[config.mk]
export PLATFORM = sky130hd
export DESIGN_NAME = wss_state_swap
export DESIGN_NICKNAME = d
export VERILOG_FILES = /design/src/rtl/wss_pkg.sv /design/src/rtl/wss_state_swap.sv
export SDC_FILE = /design/constraint.sdc
export NUM_CORES = 1
export LEC_CHECK = 0
export ABC_AREA = 1
export BUFFER_PORTS_ARGS = -buffer_cell sky130_fd_sc_hd__buf_2
export CELL_PAD_IN_SITES_DETAIL_PLACEMENT = 0
export CELL_PAD_IN_SITES_GLOBAL_PLACEMENT = 1
export CORE_ASPECT_RATIO = 1.4
export CORE_MARGIN = 10
export CORE_UTILIZATION = 33
export DETAILED_ROUTE_END_ITERATION = 8
export MAX_ROUTING_LAYER = met4
export PLACE_DENSITY = 0.9
export SYNTH_ARGS = -nofsm -noshare
export SYNTH_HDL_FRONTEND = slang
export SYNTH_SLANG_ARGS = --single-unit
[constraint.sdc]
create_clock -name I_CLK_SYS -period 3 [get_ports I_CLK_SYS]
set_input_delay 0.3 -clock I_CLK_SYS [delete_from_list [all_inputs] [get_ports I_CLK_SYS]]
set_output_delay 0.3 -clock I_CLK_SYS [all_outputs]
set_load 0.01 [all_outputs]
[src/rtl/wss_pkg.sv]
// shared constants, field table and carrier types of the world switch state swap block
package wss_pkg;

  localparam int WSS_DATA_W = 64;
  localparam int WSS_PFN_W = 40;
  localparam int WSS_ADDR_W = WSS_PFN_W + 12;
  localparam int WSS_IDX_W = 6;
  localparam int WSS_NUM_TYPES = 3;

  // index of the last 8-byte swap unit in the guest state area layout
  localparam logic [WSS_IDX_W-1:0] WSS_LAST_IDX = 6'h3A;

  // offsets and bases inside a save area
  localparam logic [11:0] WSS_GSA_BASE = 12'h000;
  localparam logic [11:0] WSS_HOST_BASE = 12'h400;
  localparam logic [11:0] WSS_OFF_PRIV = 12'h0CA;
  localparam logic [11:0] WSS_OFF_CPL = 12'h0CB;
  localparam logic [11:0] WSS_OFF_EFER = 12'h0D0;
  localparam logic [11:0] WSS_OFF_XSS = 12'h140;
  localparam logic [11:0] WSS_OFF_RSP = 12'h1D8;
  localparam logic [11:0] WSS_OFF_PAT = 12'h268;

  // unit index boundaries of the layout runs
  localparam logic [WSS_IDX_W-1:0] WSS_IDX_SEG_END = 6'h13;
  localparam logic [WSS_IDX_W-1:0] WSS_IDX_SSP_END = 6'h18;
  localparam logic [WSS_IDX_W-1:0] WSS_IDX_PRIV = 6'h19;
  localparam logic [WSS_IDX_W-1:0] WSS_IDX_CPL = 6'h1A;
  localparam logic [WSS_IDX_W-1:0] WSS_IDX_EFER = 6'h1B;
  localparam logic [WSS_IDX_W-1:0] WSS_IDX_XSS = 6'h1C;
  localparam logic [WSS_IDX_W-1:0] WSS_IDX_CR0 = 6'h1F;
  localparam logic [WSS_IDX_W-1:0] WSS_IDX_DR7 = 6'h20;
  localparam logic [WSS_IDX_W-1:0] WSS_IDX_DR6 = 6'h21;
  localparam logic [WSS_IDX_W-1:0] WSS_IDX_RIP = 6'h23;
  localparam logic [WSS_IDX_W-1:0] WSS_IDX_MASK_END = 6'h2B;
  localparam logic [WSS_IDX_W-1:0] WSS_IDX_RSP = 6'h2C;
  localparam logic [WSS_IDX_W-1:0] WSS_IDX_RAX = 6'h30;
  localparam logic [WSS_IDX_W-1:0] WSS_IDX_SYS_END = 6'h38;
  localparam logic [WSS_IDX_W-1:0] WSS_IDX_CR2 = 6'h39;

  // segment swap type A mask, one bit per 16-byte segment, es at bit 0
  localparam logic [9:0] WSS_SEG_A_MASK = 10'h14F;

  // byte enables
  localparam logic [7:0] WSS_BE_QWORD = 8'hFF;
  localparam logic [7:0] WSS_BE_PRIV = 8'h04;
  localparam logic [7:0] WSS_BE_CPL = 8'h08;

  // reset values of control state
  localparam logic [WSS_DATA_W-1:0] WSS_DATA_RST = 64'h0000_0000_0000_0000;

  // guest_only: loaded from and saved to the guest area, no host action
  typedef enum logic [1:0] {
    WSS_SWAP_A,
    WSS_SWAP_B,
    WSS_SWAP_C,
    WSS_GUEST_ONLY
  } wss_kind_type;

  typedef struct packed {
    logic [11:0] off;
    logic [7:0] be;
    wss_kind_type kind;
  } wss_field_type;

  typedef struct packed {
    logic req;
    logic we;
    logic [WSS_ADDR_W-1:0] addr;
    logic [7:0] be;
    logic [WSS_DATA_W-1:0] wdata;
  } wss_mem_req_type;

  typedef struct packed {
    logic we;
    logic [WSS_IDX_W-1:0] idx;
    logic [WSS_DATA_W-1:0] wdata;
  } wss_state_req_type;

  function automatic logic [11:0] wss_run_off(input logic [11:0] base,
                                              input logic [WSS_IDX_W-1:0] idx,
                                              input logic [WSS_IDX_W-1:0] first);
    logic [WSS_IDX_W-1:0] k;
    k = idx - first;
    wss_run_off = base + {3'b000, k, 3'b000};
  endfunction : wss_run_off

  // layout of one swap unit: every field gets exactly one kind
  function automatic wss_field_type wss_field(input logic [WSS_IDX_W-1:0] idx);
    wss_field_type f;
    f.off = wss_run_off(WSS_GSA_BASE, idx, 6'h00);
    f.be = WSS_BE_QWORD;
    f.kind = WSS_SWAP_B;
    if (idx <= WSS_IDX_SEG_END) begin
      f.kind = WSS_SEG_A_MASK[idx[4:1]] ? WSS_SWAP_A : WSS_SWAP_B;
    end else if (idx <= WSS_IDX_SSP_END) begin
      f.kind = WSS_SWAP_B;
    end else if (idx == WSS_IDX_PRIV) begin
      f.off = WSS_OFF_PRIV;
      f.be = WSS_BE_PRIV;
      f.kind = WSS_GUEST_ONLY;
    end else if (idx == WSS_IDX_CPL) begin
      f.off = WSS_OFF_CPL;
      f.be = WSS_BE_CPL;
      f.kind = WSS_SWAP_A;
    end else if (idx == WSS_IDX_EFER) begin
      f.off = WSS_OFF_EFER;
      f.kind = WSS_SWAP_A;
    end else if (idx <= WSS_IDX_MASK_END) begin
      f.off = wss_run_off(WSS_OFF_XSS, idx, WSS_IDX_XSS);
      if (idx == WSS_IDX_XSS || idx > WSS_IDX_RIP) begin
        f.kind = WSS_SWAP_B;
      end else if (idx == WSS_IDX_DR7 || idx == WSS_IDX_DR6) begin
        f.kind = WSS_SWAP_C;
      end else begin
        f.kind = WSS_SWAP_A;
      end
    end else if (idx <= WSS_IDX_CR2) begin
      f.off = wss_run_off(WSS_OFF_RSP, idx, WSS_IDX_RSP);
      if (idx <= WSS_IDX_RAX) begin
        f.kind = WSS_SWAP_A;
      end else if (idx <= WSS_IDX_SYS_END) begin
        f.kind = WSS_SWAP_B;
      end else begin
        f.kind = WSS_SWAP_C;
      end
    end else begin
      f.off = WSS_OFF_PAT;
      f.kind = WSS_GUEST_ONLY;
    end
    wss_field = f;
  endfunction : wss_field

endpackage : wss_pkg

[src/rtl/wss_state_swap.sv]
// world switch state swap engine between live state, guest area and host save area
// Behaviour
// - guest area starts at offset zero of page
// - every field has exactly one swap type
// - type A entry: save host, load guest
// - A/B exit: store guest, reload host value
// - B/C entry: load guest, host unsaved
// - C exit: store guest, host to default
// - exit writes every guest field at offset
// - host area same layout, based at 0x400
// - privilege byte guest only, host ignored
// - page attribute table guest only, no host
`timescale 1ns/1ps
module wss_state_swap #(
  parameter logic [wss_pkg::WSS_DATA_W-1:0] P_DR7_DEFAULT = 64'h0000_0000_0000_0000,
  parameter logic [wss_pkg::WSS_DATA_W-1:0] P_DR6_DEFAULT = 64'h0000_0000_0000_0000,
  parameter logic [wss_pkg::WSS_DATA_W-1:0] P_CR2_DEFAULT = 64'h0000_0000_0000_0000
) (
  // clock and reset
  input wire logic I_CLK_SYS,
  input wire logic I_RESET,
  // world switch control
  input wire logic I_ENC_STATE_EN,
  input wire logic I_GUEST_ENTRY,
  input wire logic I_AUTOMATIC_GUEST_EXIT,
  input wire logic [wss_pkg::WSS_PFN_W-1:0] I_GSA_PAGE,
  input wire logic [wss_pkg::WSS_PFN_W-1:0] I_HOST_PAGE,
  output logic O_BUSY,
  output logic O_DONE,
  // memory port
  output wss_pkg::wss_mem_req_type O_MEM,
  input wire logic I_MEM_ACK,
  input wire logic [wss_pkg::WSS_DATA_W-1:0] I_MEM_RDATA,
  // live processor state port
  output wss_pkg::wss_state_req_type O_STATE,
  input wire logic [wss_pkg::WSS_DATA_W-1:0] I_STATE_RDATA
);
  import wss_pkg::*;

  typedef enum logic [2:0] {
    ST_IDLE,
    ST_FIELD,
    ST_CAPTURE,
    ST_MEM_WR,
    ST_MEM_RD,
    ST_STATE_WR,
    ST_NEXT
  } wss_fsm_type;

  wss_fsm_type state_r;
  logic exit_r;
  logic [WSS_IDX_W-1:0] idx_r;
  wss_field_type fld;
  logic [5:0] lane_shift;

  assign fld = wss_field(idx_r);
  assign lane_shift = {fld.off[2:0], 3'b000};

  function automatic logic [WSS_ADDR_W-1:0] unit_addr(input logic [WSS_PFN_W-1:0] page,
                                                      input logic host,
                                                      input logic [11:0] off);
    logic [11:0] page_off;
    page_off = (host ? WSS_HOST_BASE : WSS_GSA_BASE) + {off[11:3], 3'b000};
    unit_addr = {page, page_off};
  endfunction : unit_addr

  function automatic logic [WSS_DATA_W-1:0] type_c_default(input logic [WSS_IDX_W-1:0] idx);
    case (idx)
      WSS_IDX_DR7: type_c_default = P_DR7_DEFAULT;
      WSS_IDX_DR6: type_c_default = P_DR6_DEFAULT;
      default: type_c_default = P_CR2_DEFAULT;
    endcase
  endfunction : type_c_default

  // only the field's own byte lanes reach live state, reserved neighbours are dropped
  function automatic logic [WSS_DATA_W-1:0] lane_data(input logic [WSS_DATA_W-1:0] q,
                                                      input logic [7:0] be,
                                                      input logic [5:0] sh);
    logic [WSS_DATA_W-1:0] m;
    for (int i = 0; i < 8; i++) begin
      m[8*i +: 8] = {8{be[i]}};
    end
    lane_data = (q & m) >> sh;
  endfunction : lane_data

  // sequencer: one swap unit at a time, memory request held until acknowledged
  always_ff @(posedge I_CLK_SYS) begin
    if (I_RESET) begin
      state_r <= ST_IDLE;
      exit_r <= 1'b0;
      idx_r <= '0;
    end else begin
      case (state_r)
        ST_IDLE: begin
          // requests outside encrypted-state mode are not this engine's to serve
          if (I_ENC_STATE_EN && (I_GUEST_ENTRY || I_AUTOMATIC_GUEST_EXIT)) begin
            exit_r <= I_AUTOMATIC_GUEST_EXIT && !I_GUEST_ENTRY;
            idx_r <= '0;
            state_r <= ST_FIELD;
          end
        end
        ST_FIELD: begin
          if (exit_r) begin
            state_r <= ST_CAPTURE;
          end else if (fld.kind == WSS_SWAP_A) begin
            state_r <= ST_CAPTURE;
          end else begin
            state_r <= ST_MEM_RD;
          end
        end
        ST_CAPTURE: begin
          state_r <= ST_MEM_WR;
        end
        ST_MEM_WR: begin
          if (I_MEM_ACK) begin
            if (!exit_r) begin
              state_r <= ST_MEM_RD;
            end else if (fld.kind == WSS_SWAP_A || fld.kind == WSS_SWAP_B) begin
              state_r <= ST_MEM_RD;
            end else if (fld.kind == WSS_SWAP_C) begin
              state_r <= ST_STATE_WR;
            end else begin
              state_r <= ST_NEXT;
            end
          end
        end
        ST_MEM_RD: begin
          if (I_MEM_ACK) begin
            state_r <= ST_STATE_WR;
          end
        end
        ST_STATE_WR: begin
          state_r <= ST_NEXT;
        end
        ST_NEXT: begin
          if (idx_r == WSS_LAST_IDX) begin
            state_r <= ST_IDLE;
          end else begin
            idx_r <= idx_r + 6'h01;
            state_r <= ST_FIELD;
          end
        end
        default: begin
          state_r <= ST_IDLE;
        end
      endcase
    end
  end

  // memory request; byte enables keep neighbouring reserved bytes untouched
  // a read that chains on a write ack must win over the drop of req, or the engine stalls
  always_ff @(posedge I_CLK_SYS) begin
    if (I_RESET) begin
      O_MEM <= '0;
    end else if (state_r == ST_CAPTURE) begin
      O_MEM.req <= 1'b1;
      O_MEM.we <= 1'b1;
      O_MEM.addr <= unit_addr(exit_r ? I_GSA_PAGE : I_HOST_PAGE, !exit_r, fld.off);
      O_MEM.be <= fld.be;
      O_MEM.wdata <= I_STATE_RDATA << lane_shift;
    end else if ((state_r == ST_FIELD && !exit_r && fld.kind != WSS_SWAP_A) ||
                 (state_r == ST_MEM_WR && I_MEM_ACK && !exit_r) ||
                 (state_r == ST_MEM_WR && I_MEM_ACK && exit_r &&
                  (fld.kind == WSS_SWAP_A || fld.kind == WSS_SWAP_B))) begin
      O_MEM.req <= 1'b1;
      O_MEM.we <= 1'b0;
      O_MEM.addr <= unit_addr(exit_r ? I_HOST_PAGE : I_GSA_PAGE, exit_r, fld.off);
      O_MEM.be <= fld.be;
      O_MEM.wdata <= WSS_DATA_RST;
    end else if (O_MEM.req && I_MEM_ACK) begin
      O_MEM.req <= 1'b0;
    end
  end

  // live state port: index leads the capture by one cycle so the read settles
  always_ff @(posedge I_CLK_SYS) begin
    if (I_RESET) begin
      O_STATE <= '0;
    end else begin
      O_STATE.idx <= idx_r;
      O_STATE.we <= 1'b0;
      if (state_r == ST_MEM_RD && I_MEM_ACK) begin
        O_STATE.we <= 1'b1;
        O_STATE.wdata <= lane_data(I_MEM_RDATA, fld.be, lane_shift);
      end else if (state_r == ST_MEM_WR && I_MEM_ACK && exit_r && fld.kind == WSS_SWAP_C) begin
        O_STATE.we <= 1'b1;
        O_STATE.wdata <= type_c_default(idx_r);
      end
    end
  end

  always_ff @(posedge I_CLK_SYS) begin
    if (I_RESET) begin
      O_BUSY <= 1'b0;
      O_DONE <= 1'b0;
    end else begin
      O_DONE <= (state_r == ST_NEXT) && (idx_r == WSS_LAST_IDX);
      O_BUSY <= (state_r != ST_IDLE) && !((state_r == ST_NEXT) && (idx_r == WSS_LAST_IDX));
    end
  end

endmodule : wss_state_swap

# Word-level counts from Yosys, hierarchy flattened
# Memories as Yosys holds them, arrays and structs flattened. A register that Yosys moved wholly into a read port is not among the register bits.
# Cells that the tools add are included.
[op_classes] order_cmp=8 add_sub_neg=7 muxes=47 bitwise=1 n_reduce_logical=33 eq_ne=19 n_shift=2
[op_table] op="64-bit two-way mux" count=2
[op_table] op="126-bit two-way mux" count=1
[op_table] op="125-bit two-way mux" count=1
[op_table] op="40-bit two-way mux" count=2
[op_table] op="64-bit bitwise AND" count=1
[op_table] op="64-bit by 6-bit << shifter with 64-bit output" count=1
[op_table] op="64-bit by 6-bit right shift with 64-bit output" count=1
[op_table] op="20-bit two-way mux" count=2
[op_table] op="12-bit two-way mux" count=3
[op_table] op="2-bit two-way mux" count=13
[op_table] op="11-bit by 12-bit adder with 12-bit output" count=2
[op_table] op="6-bit by 5-bit == test with 1-bit output (second input constant)" count=4
[op_table] op="6-bit less-or-equal comparator (second input constant)" count=4
[op_table] op="11-bit two-way mux" count=2
[op_table] op="22-bit two-way mux" count=1
[op_table] op="3-bit case mux with 7 select lines" count=1
[op_table] op="9-bit by 9-bit adder with 10-bit output (first input constant)" count=2
[op_table] op="6-bit == test (second input constant)" count=3
[op_table] op="3-bit two-way mux" count=5
[op_table] op="1-bit logical AND" count=13
[op_table] op="6-bit by 5-bit less-or-equal comparator with 1-bit output (second input constant)" count=2
[op_table] op="6-bit two-way mux" count=2
[op_table] op="6-bit case mux with 2 select lines" count=1
[op_table] op="10-bit two-way mux" count=1
[op_table] op="22 further kinds" count=47
[word_totals] out_inout_bits=199 ff_bits=209 romBits=16 memories=1
[mem_list] name="(no name shown)" depth=16 word_bits=1 read_ports=1 rd_ports_with_merged_regs=1 wr=0 line="wss_pkg.sv:94" rtl="f.kind = WSS_SEG_A_MASK[idx[4:1]] ? WSS_SWAP_A : WSS_SWAP_B;"

# Logic depth before layout (Yosys ltp)
# Gate-level depths: netlist of run 1.
[logic_depth] ltp_word=16 ltp_mapped=19

# Least setup slack after synthesis of run 1
# Ideal clock, no wire load.
[synth_path] path_kind="flip-flop to flip-flop" from="register idx_r[2]" to="register O_MEM[26] (netlist bit)" arrival_time_ns=2.041 period_less_slack_ns=2.173 required_ns=2.868 path_stages_with_launch=17 setup_ns=0.132 path_buffers=2 setup_slack_ns=0.827 path_cell_list="dfxtp_1 > inv_2 > ha_1 > nand2_1 > nand3_1 > nand2_1 > nand2_4 > nor2_8 > inv_2 > nand2_2 > inv_2 > nand2_1 > nand3_2 > buf_2 > buf_2 > nand3_1 > a21oi_1"
[synth_via] elab_chain_cells=15 word_cells_on_any_way=43 cone_classes="order compare (7); eq/ne (7); shift (1); mux (18); reduce/logical (10)"
[synth_lines] item="from (decl)" line="wss_state_swap.sv:52" rtl="logic [WSS_IDX_W-1:0] idx_r;"
[synth_lines] item="from (signal assigned)" line="wss_state_swap.sv:139" rtl="idx_r <= idx_r + 6'h01;"
[synth_lines] item="branches (longest 15 deep; another with 6-bit less-or-equal comparator)"
[synth_lines] item="to (decl)" line="wss_state_swap.sv:31" rtl="output wss_pkg::wss_mem_req_type O_MEM,"
# Several ways; the timed one is not identified.
# A chain may end at the register's enable or synchronous reset.

# Final worst setup path of run 1
[layout_path] from="register idx_r[3]" to="register O_MEM[3] (netlist bit)"
# Same word-level chain as after synthesis.

==> key figures, run 1 <==
Clock tree
  – CTS buffer count: 22
  – Clock Tree Buf Depth: 3
  – Clk root buf: clkbuf_16
  – Worst-Skew Late Latency: 0.52 ns
  – CTS clk-pin slew, worst paths: 0.06 ns
  – CTS tree: built
  – Sink Count: 201
  – H-tree depth: 1
  – Post-CTS Setup Inserts: 0

Routing
  – Avg WL per Cell: 18.9 um
  – Detail Route Antenna Nets: 0
  – Via count: 10600
  – Vias per Instance: 4.93
  – DRT Wirelength: 40600 um
  – DRT iter0 DRCs: 744
  – DR pass1 iterations: 5
  – Remaining routing DRC violations: 0

Power
  – Pleak: 6.45 nW
  – PD cells: 523 nW/um2
  – Worst VDD drop: 0.315 mV

Yosys
  – Top-count cell post-synth: nand2_1
  – Cell taking the most area after synthesis: dfxtp_1
  – Mapped Cells: 1390
  – Top cell type's share of synthesized area: 0.414
  – Syn Std Cell Area: 9710 um2
  – #FFs+latches synth: 201
  – EDFF count, synth: 0
  – Top_reg_cell synth: dfxtp_1
  – Async S/R FF share, synth: 0
  – Synth cell count leaders: nand2_1 (272), nor2_1 (253), dfxtp_1 (201)
  – Yosys Warn Count: 0
  – Syn Area/Cell: 6.99 um2
  – Share of the yosys chip area belonging to registers: 0.414
  – Cell variety after synth: 33
  – Synth top area cells: dfxtp_1 (41%), nand2_1 (11%), nor2_1 (9.8%)

Timing
  – Final worst-path cycle share: 0.896
  – Setup violations, final: 0
  – FMAX: 0.372 GHz
  – Clock Skew: 0.0137 ns
  – Setup TNS: 0 ns
  – Final Max Tran Viols: 0
  – Rel. slew slack: 0.662
  – Fin. Hold Viols: 0
  – Min Tclk post-route: 2.69 ns
  – Slew @ Worst Pin: 0.492 ns
  – RSZ-0062 raised after global routing: no

Floorplan
  – Die H: 223 um
  – Die area: 36800 um2
  – Starting density of the core: 0.334
  – Die span in x: 165 um
  – Core outline area: 29100 um2
  – Top Ports: 413
  – Number of cell rows: 74

Cells and area
  – FILL cells: 3029
  – Area grow syn2layout: 31.3%
  – Layout Utilization: 0.439
  – Post-layout net count: 1979
  – Share of cells above drive strength 1: 0.290

Global route
  – GR Util met1: 0.236
  – Met2 GRT Util: 0.361
  – GRT Util Overall: 0.215
  – GRT busiest layer: met2
  – Largest net degree at the start of global routing: 86
  – Initial antenna violation count: 2
  – Total gr overflow: 0
  – First-pass GRT wire length: 61100 um
  – Vias in the first global route: 10900
  – Global Route met3 Usage: 0.0512

Critical path
  – CP Cell Sequence: inv_1 -> ha_1 -> nand2_1 -> nand2_1 -> nand3_1 -> nand2_1 -> nand2_4 -> nor2_8 -> inv_2 -> nand2_2 -> nand2_2 -> a21oi_4 -> buf_6 -> nand3_1 -> a21oi_1
  – Crit path max fanout: 64
  – Critical path type: register to register
  – Crit path DAT: 3.12 ns
  – CP Capture Type: register
  – Slowest stage cell, crit path: buf_6
  – Req. time, crit path: 3.44 ns
  – Setup crit start kind: register
  – Most frequent CP cell: nand2_1
  – Crit-path max cell delay: 0.41 ns

Place
  – Final HPWL DP: 31100 um
  – Final Wtd Congestion: 0.970
  – Buffers on Ports: 408

Flow run
  – Max Cap Viol: 0

Worst hold path
  – Worst min path class: primary input to register

Run status
  – Status: completed
[layout make-up]
cell class,count,area [um2],area share
sequential,201,4030,0.316
antenna,1,2.50,0.000196
inverter,70,265,0.0208
clock inverter,7,62.6,0.00491
tap,380,475,0.0373
multi-input combinational,1020,4920,0.386
clock buffer,31,646,0.0506
timing repair buffer,439,2350,0.184
[metrics by stage]
stage               setup WS [ns]  instance area [um2]  power [mW]  hold slack, ns  std cells
CTS                         0.161                12700        6.73          0.0292       2148
finish                      0.312                12800        6.67          0.0386       2149
global placement            0.185                12000        4.00           0.446       2109
floorplan                   0.827                 9720        3.53           0.408       1393
global route               0.0430                12800        6.97          0.0419       2149
detailed placement          0.194                12000        4.01           0.449       2109
[logic make-up (layout without fill, tap and decap cells)]
family | after synthesis | count (layout) | synth area share
AND/OR/NAND/NOR | 698 | 698 | 0.298
AO/OA/AOI/OAI | 261 | 261 | 0.142
flip-flops | 201 | 201 | 0.414
buffers and inverters | 172 | 547 | 0.0841
multiplexers | 40 | 40 | 0.0412
adder cells (fa/ha/maj) | 11 | 11 | 0.0142
XOR/XNOR | 6 | 6 | 0.00541
other | 1 | 5 | 0.000386
[where the power goes]
group	leakage [nW]	internal (mW)	total, mW	switching [mW]
combinational	4.47	0.395	1.08	0.682
sequential	1.63	2.80	2.88	0.0770
clock	0.351	1.58	2.71	1.13
total	6.45	4.78	6.67	1.89
[metal layers]
metal	wire, um	share of wire
met1	15600	0.39
met2	19600	0.48
met3	3610	0.089
met4	1700	0.042
met5	0	0
[critical path, delay by kind of cell, from the launching register on]
family                     cells  cell delay [ns]
buffers and inverters          3             0.61
AOI/OAI and AO/OA              2             0.31
DFF                            1             0.31
and+or+nand+nor                9             1.05
adders and majority gates      1             0.26
[final timing paths]
check	startpoint	end	slack, ns	cells past startpoint
worst min-delay path	I_ENC_STATE_EN	exit_r$_SDFFE_PP0P_	0.04	2
worst max-delay path	idx_r[3]$_SDFFE_PP0P_	O_MEM[3]$_SDFFE_PP0P_	0.31	15
worst min register to register	O_STATE[26]$_SDFFE_PP0P_	O_STATE[26]$_SDFFE_PP0P_	0.46	2
worst max register to register	idx_r[3]$_SDFFE_PP0P_	O_MEM[3]$_SDFFE_PP0P_	0.31	15
[layout by cell type (no fill, tap or decap), types with 4 or more instances in the layout]
| cell type | instances |
|---|---|
| a21boi_0 | 8 |
| a21oi_1 | 141 |
| buf_12 | 5 |
| buf_2 | 407 |
| buf_4 | 24 |
| clkbuf_1 | 4 |
| clkbuf_16 | 23 |
| clkbuf_8 | 4 |
| clkinv_2 | 5 |
| conb_1 | 4 |
| dfxtp_1 | 200 |
| ha_1 | 11 |
| inv_1 | 58 |
| inv_2 | 11 |
| mux2i_1 | 40 |
| nand2_1 | 271 |
| nand2_2 | 7 |
| nand3_1 | 138 |
| nor2_1 | 252 |
| nor3_1 | 7 |
| o211ai_1 | 10 |
| o21ai_0 | 46 |
| o21ai_1 | 48 |
| or2_0 | 4 |
| or2_2 | 12 |
| xor2_1 | 5 |
[registers in the layout (all words and copies together), names as in the netlist, named ones only]
register	flops
O_STATE	71
state_r	3
O_DONE	1
idx_r	6
O_MEM	117
exit_r	1
O_BUSY	1
[what timing repair did]
action	in CTS	in global routing
hold endpoints to repair	1	0
hold buffers	1	0
resized for setup	0	5
setup endpoints to repair	0	75
Note: power is estimated with default switching activity, not from simulation.
==> run 2: changes to the inputs <==
RECOVER_POWER = 25   (was default)
==> run 2 against run 1 <==
Non-clock buffer count is the same. Hold slack lost 0.0024 ns. Clock skew shrank 0.0025 ns. Register-to-register slack is essentially flat. Critical path depth stayed put. Power decreased by 0.15%. Final cell count unchanged.
==> key figures, run 2 (same netlist as run 1, synthesis figures left out) <==
Run status
  – Status: completed

Cells and area
  – Share of cells above drive strength 1: 0.236
  – Most frequent cells in the layout: buf_2 (314), nand2_1 (271), nor2_1 (252)
  – Max reg flops: 117
  – Design area: 12600 um2
  – Biggest regs: O_MEM (117), O_STATE (71), idx_r (6)
  – FILL cells: 3081
  – Post-layout net count: 1979
  – Area grow syn2layout: 30.1%
  – Most flop-heavy register: O_MEM
  – Most common cell after layout, fill and taps aside: buf_2

Floorplan
  – Starting density of the core: 0.334
  – Core outline area: 29100 um2
  – Die area: 36800 um2
  – Number of cell rows: 74
  – Die H: 223 um
  – Top Ports: 413
  – Die span in x: 165 um

Timing
  – Min Tclk post-route: 2.67 ns
  – Final Max Tran Viols: 0
  – Slew @ Worst Pin: 0.498 ns
  – Final worst-path cycle share: 0.892
  – Clock Skew: 0.0112 ns
  – RSZ-0062 raised after global routing: no
  – Rel. slew slack: 0.658
  – Fin. Hold Viols: 0
  – Setup TNS: 0 ns
  – Setup violations, final: 0
  – FMAX: 0.374 GHz

Clock tree
  – Clock Tree Buf Depth: 3
  – Clk root buf: clkbuf_16
  – Sink Count: 201
  – H-tree depth: 1
  – CTS buffer count: 22
  – Post-CTS Setup Inserts: 0
  – CTS tree: built
  – Worst-Skew Late Latency: 0.52 ns
  – CTS clk-pin slew, worst paths: 0.07 ns

Place
  – Final Wtd Congestion: 0.970
  – Area after DPL: 12000 um2
  – Buffers on Ports: 408
  – Final HPWL DP: 31100 um

Critical path
  – Reg2reg setup slack: 0.33 ns
  – CP Buf/Inv Count: 3
  – Most frequent CP cell: nand2_1
  – Crit path max fanout: 64
  – Number of cells on the worst reg-to-reg path: 15
  – Crit path DAT: 3.12 ns
  – Setup crit start kind: register
  – CP Capture Type: register
  – Reg2reg start: idx_r[3]$_SDFFE_PP0P_
  – RR Endpoint: O_MEM[2]$_SDFFE_PP0P_
  – Req. time, crit path: 3.44 ns
  – Slowest stage cell, crit path: buf_6
  – Worst path top cell family by delay: simple AND/OR/NAND/NOR gates
  – Critical path type: register to register
  – Crit-path max cell delay: 0.42 ns
  – CP Cell Sequence: inv_1 -> ha_1 -> nand2_1 -> nand2_1 -> nand3_1 -> nand2_1 -> nand2_4 -> nor2_8 -> inv_2 -> nand2_2 -> nand2_2 -> a21oi_4 -> buf_6 -> nand3_1 -> a21oi_1

Power
  – Pleak: 6.05 nW
  – Switching Power: 1.89 mW
  – Power share of the clock group: 0.407
  – Int Power: 4.76 mW
  – Comb power frac: 0.160
  – Pwr Total: 6.66 mW
  – Reg power frac: 0.433
  – Worst VDD drop: 0.310 mV
  – Switching part of the total: 0.285
  – PD cells: 527 nW/um2

Routing
  – Avg WL per Cell: 19.0 um
  – Detail Route Antenna Nets: 0
  – Vias per Instance: 4.95
  – DR pass1 iterations: 5
  – Via count: 10600
  – DRT Wirelength: 40700 um
  – Remaining routing DRC violations: 0
  – DRT iter0 DRCs: 735

Global route
  – Initial antenna violation count: 2
  – GRT Util Overall: 0.215
  – Total gr overflow: 0
  – Vias in the first global route: 10900
  – First-pass GRT wire length: 61100 um
  – Largest net degree at the start of global routing: 86

Flow run
  – Max Cap Viol: 0

Worst hold path
  – Hold Crit Start: I_ENC_STATE_EN
  – WHS Endpoint: exit_r$_SDFFE_PP0P_
  – Worst min path class: primary input to register
  – Hold Path Depth: 2
-- run 2: cell types whose count changed in the layout (fill, tap and decap cells not counted) --
cell | previous run | this run
inv_2 | 11 | 9
inv_1 | 58 | 60
clkbuf_1 | 4 | 97
buf_2 | 407 | 314
-- run 2: power groups by stage --
stage	Sequential [mW]	Combinational (mW)	Clock (mW)
2_1_floorplan	2.98	0.549	0
3_3_place_gp	2.93	1.07	0
3_5_place_dp	2.93	1.08	0
4_1_cts	2.88	1.08	2.77
5_1_grt	2.90	1.19	2.88
6_report	2.88	1.07	2.71
-- run 2: area by class of cell --
| cell class | count | area [um2] | area share |
|---|---|---|---|
| inverter | 70 | 265 | 0.0210 |
| multi-input combinational | 1020 | 4920 | 0.390 |
| timing repair buffer | 439 | 2230 | 0.177 |
| clock inverter | 7 | 62.6 | 0.00495 |
| clock buffer | 31 | 646 | 0.0511 |
| antenna | 1 | 2.50 | 0.000198 |
| tap | 380 | 475 | 0.0376 |
| sequential | 201 | 4030 | 0.319 |
-- run 2: through the flow --
step | util | setup slack, ns | hold WS [ns] | instances
2_1_floorplan | - | 0.827 | 0.408 | 1393
3_3_place_gp | 0.413 | 0.185 | 0.446 | 2109
3_5_place_dp | 0.413 | 0.194 | 0.449 | 2109
4_1_cts | 0.438 | 0.161 | 0.0292 | 2148
5_1_grt | 0.435 | 0.0422 | 0.0419 | 2149
6_report | 0.435 | 0.325 | 0.0361 | 2149
-- run 2: timing repair --
item	in CTS	in global routing
hold endpoints to repair	1	0
gates resized for setup	0	5
hold buffers	1	0
setup endpoints to repair	0	75
-- run 2: worst max path at each step --
stage                                   end  cells after the start  slack (ns)             startpoint
finish                O_MEM[2]$_SDFFE_PP0P_                     15        0.33  idx_r[3]$_SDFFE_PP0P_
global placement    state_r[2]$_SDFFE_PP0P_                     16        0.18  idx_r[3]$_SDFFE_PP0P_
CTS                  O_MEM[33]$_SDFFE_PP0P_                     14        0.16  idx_r[0]$_SDFFE_PP0P_
detailed placement    O_MEM[3]$_SDFFE_PP0P_                     14        0.19  idx_r[0]$_SDFFE_PP0P_
floorplan            O_MEM[26]$_SDFFE_PP0P_                     16        0.83  idx_r[2]$_SDFFE_PP0P_
global route         O_MEM[37]$_SDFFE_PP0P_                     15        0.04  idx_r[3]$_SDFFE_PP0P_
-- run 2: metal layers --
metal	share of wire	track usage	vias to the layer above	routed length, um
met2	0.48	0.361	507	19700
met3	0.087	0.0512	79	3560
met4	0.042	0.0896	0	1730
met1	0.39	0.236	4812	15800
li1	-	-	5237	-
met5	0	-	-	0
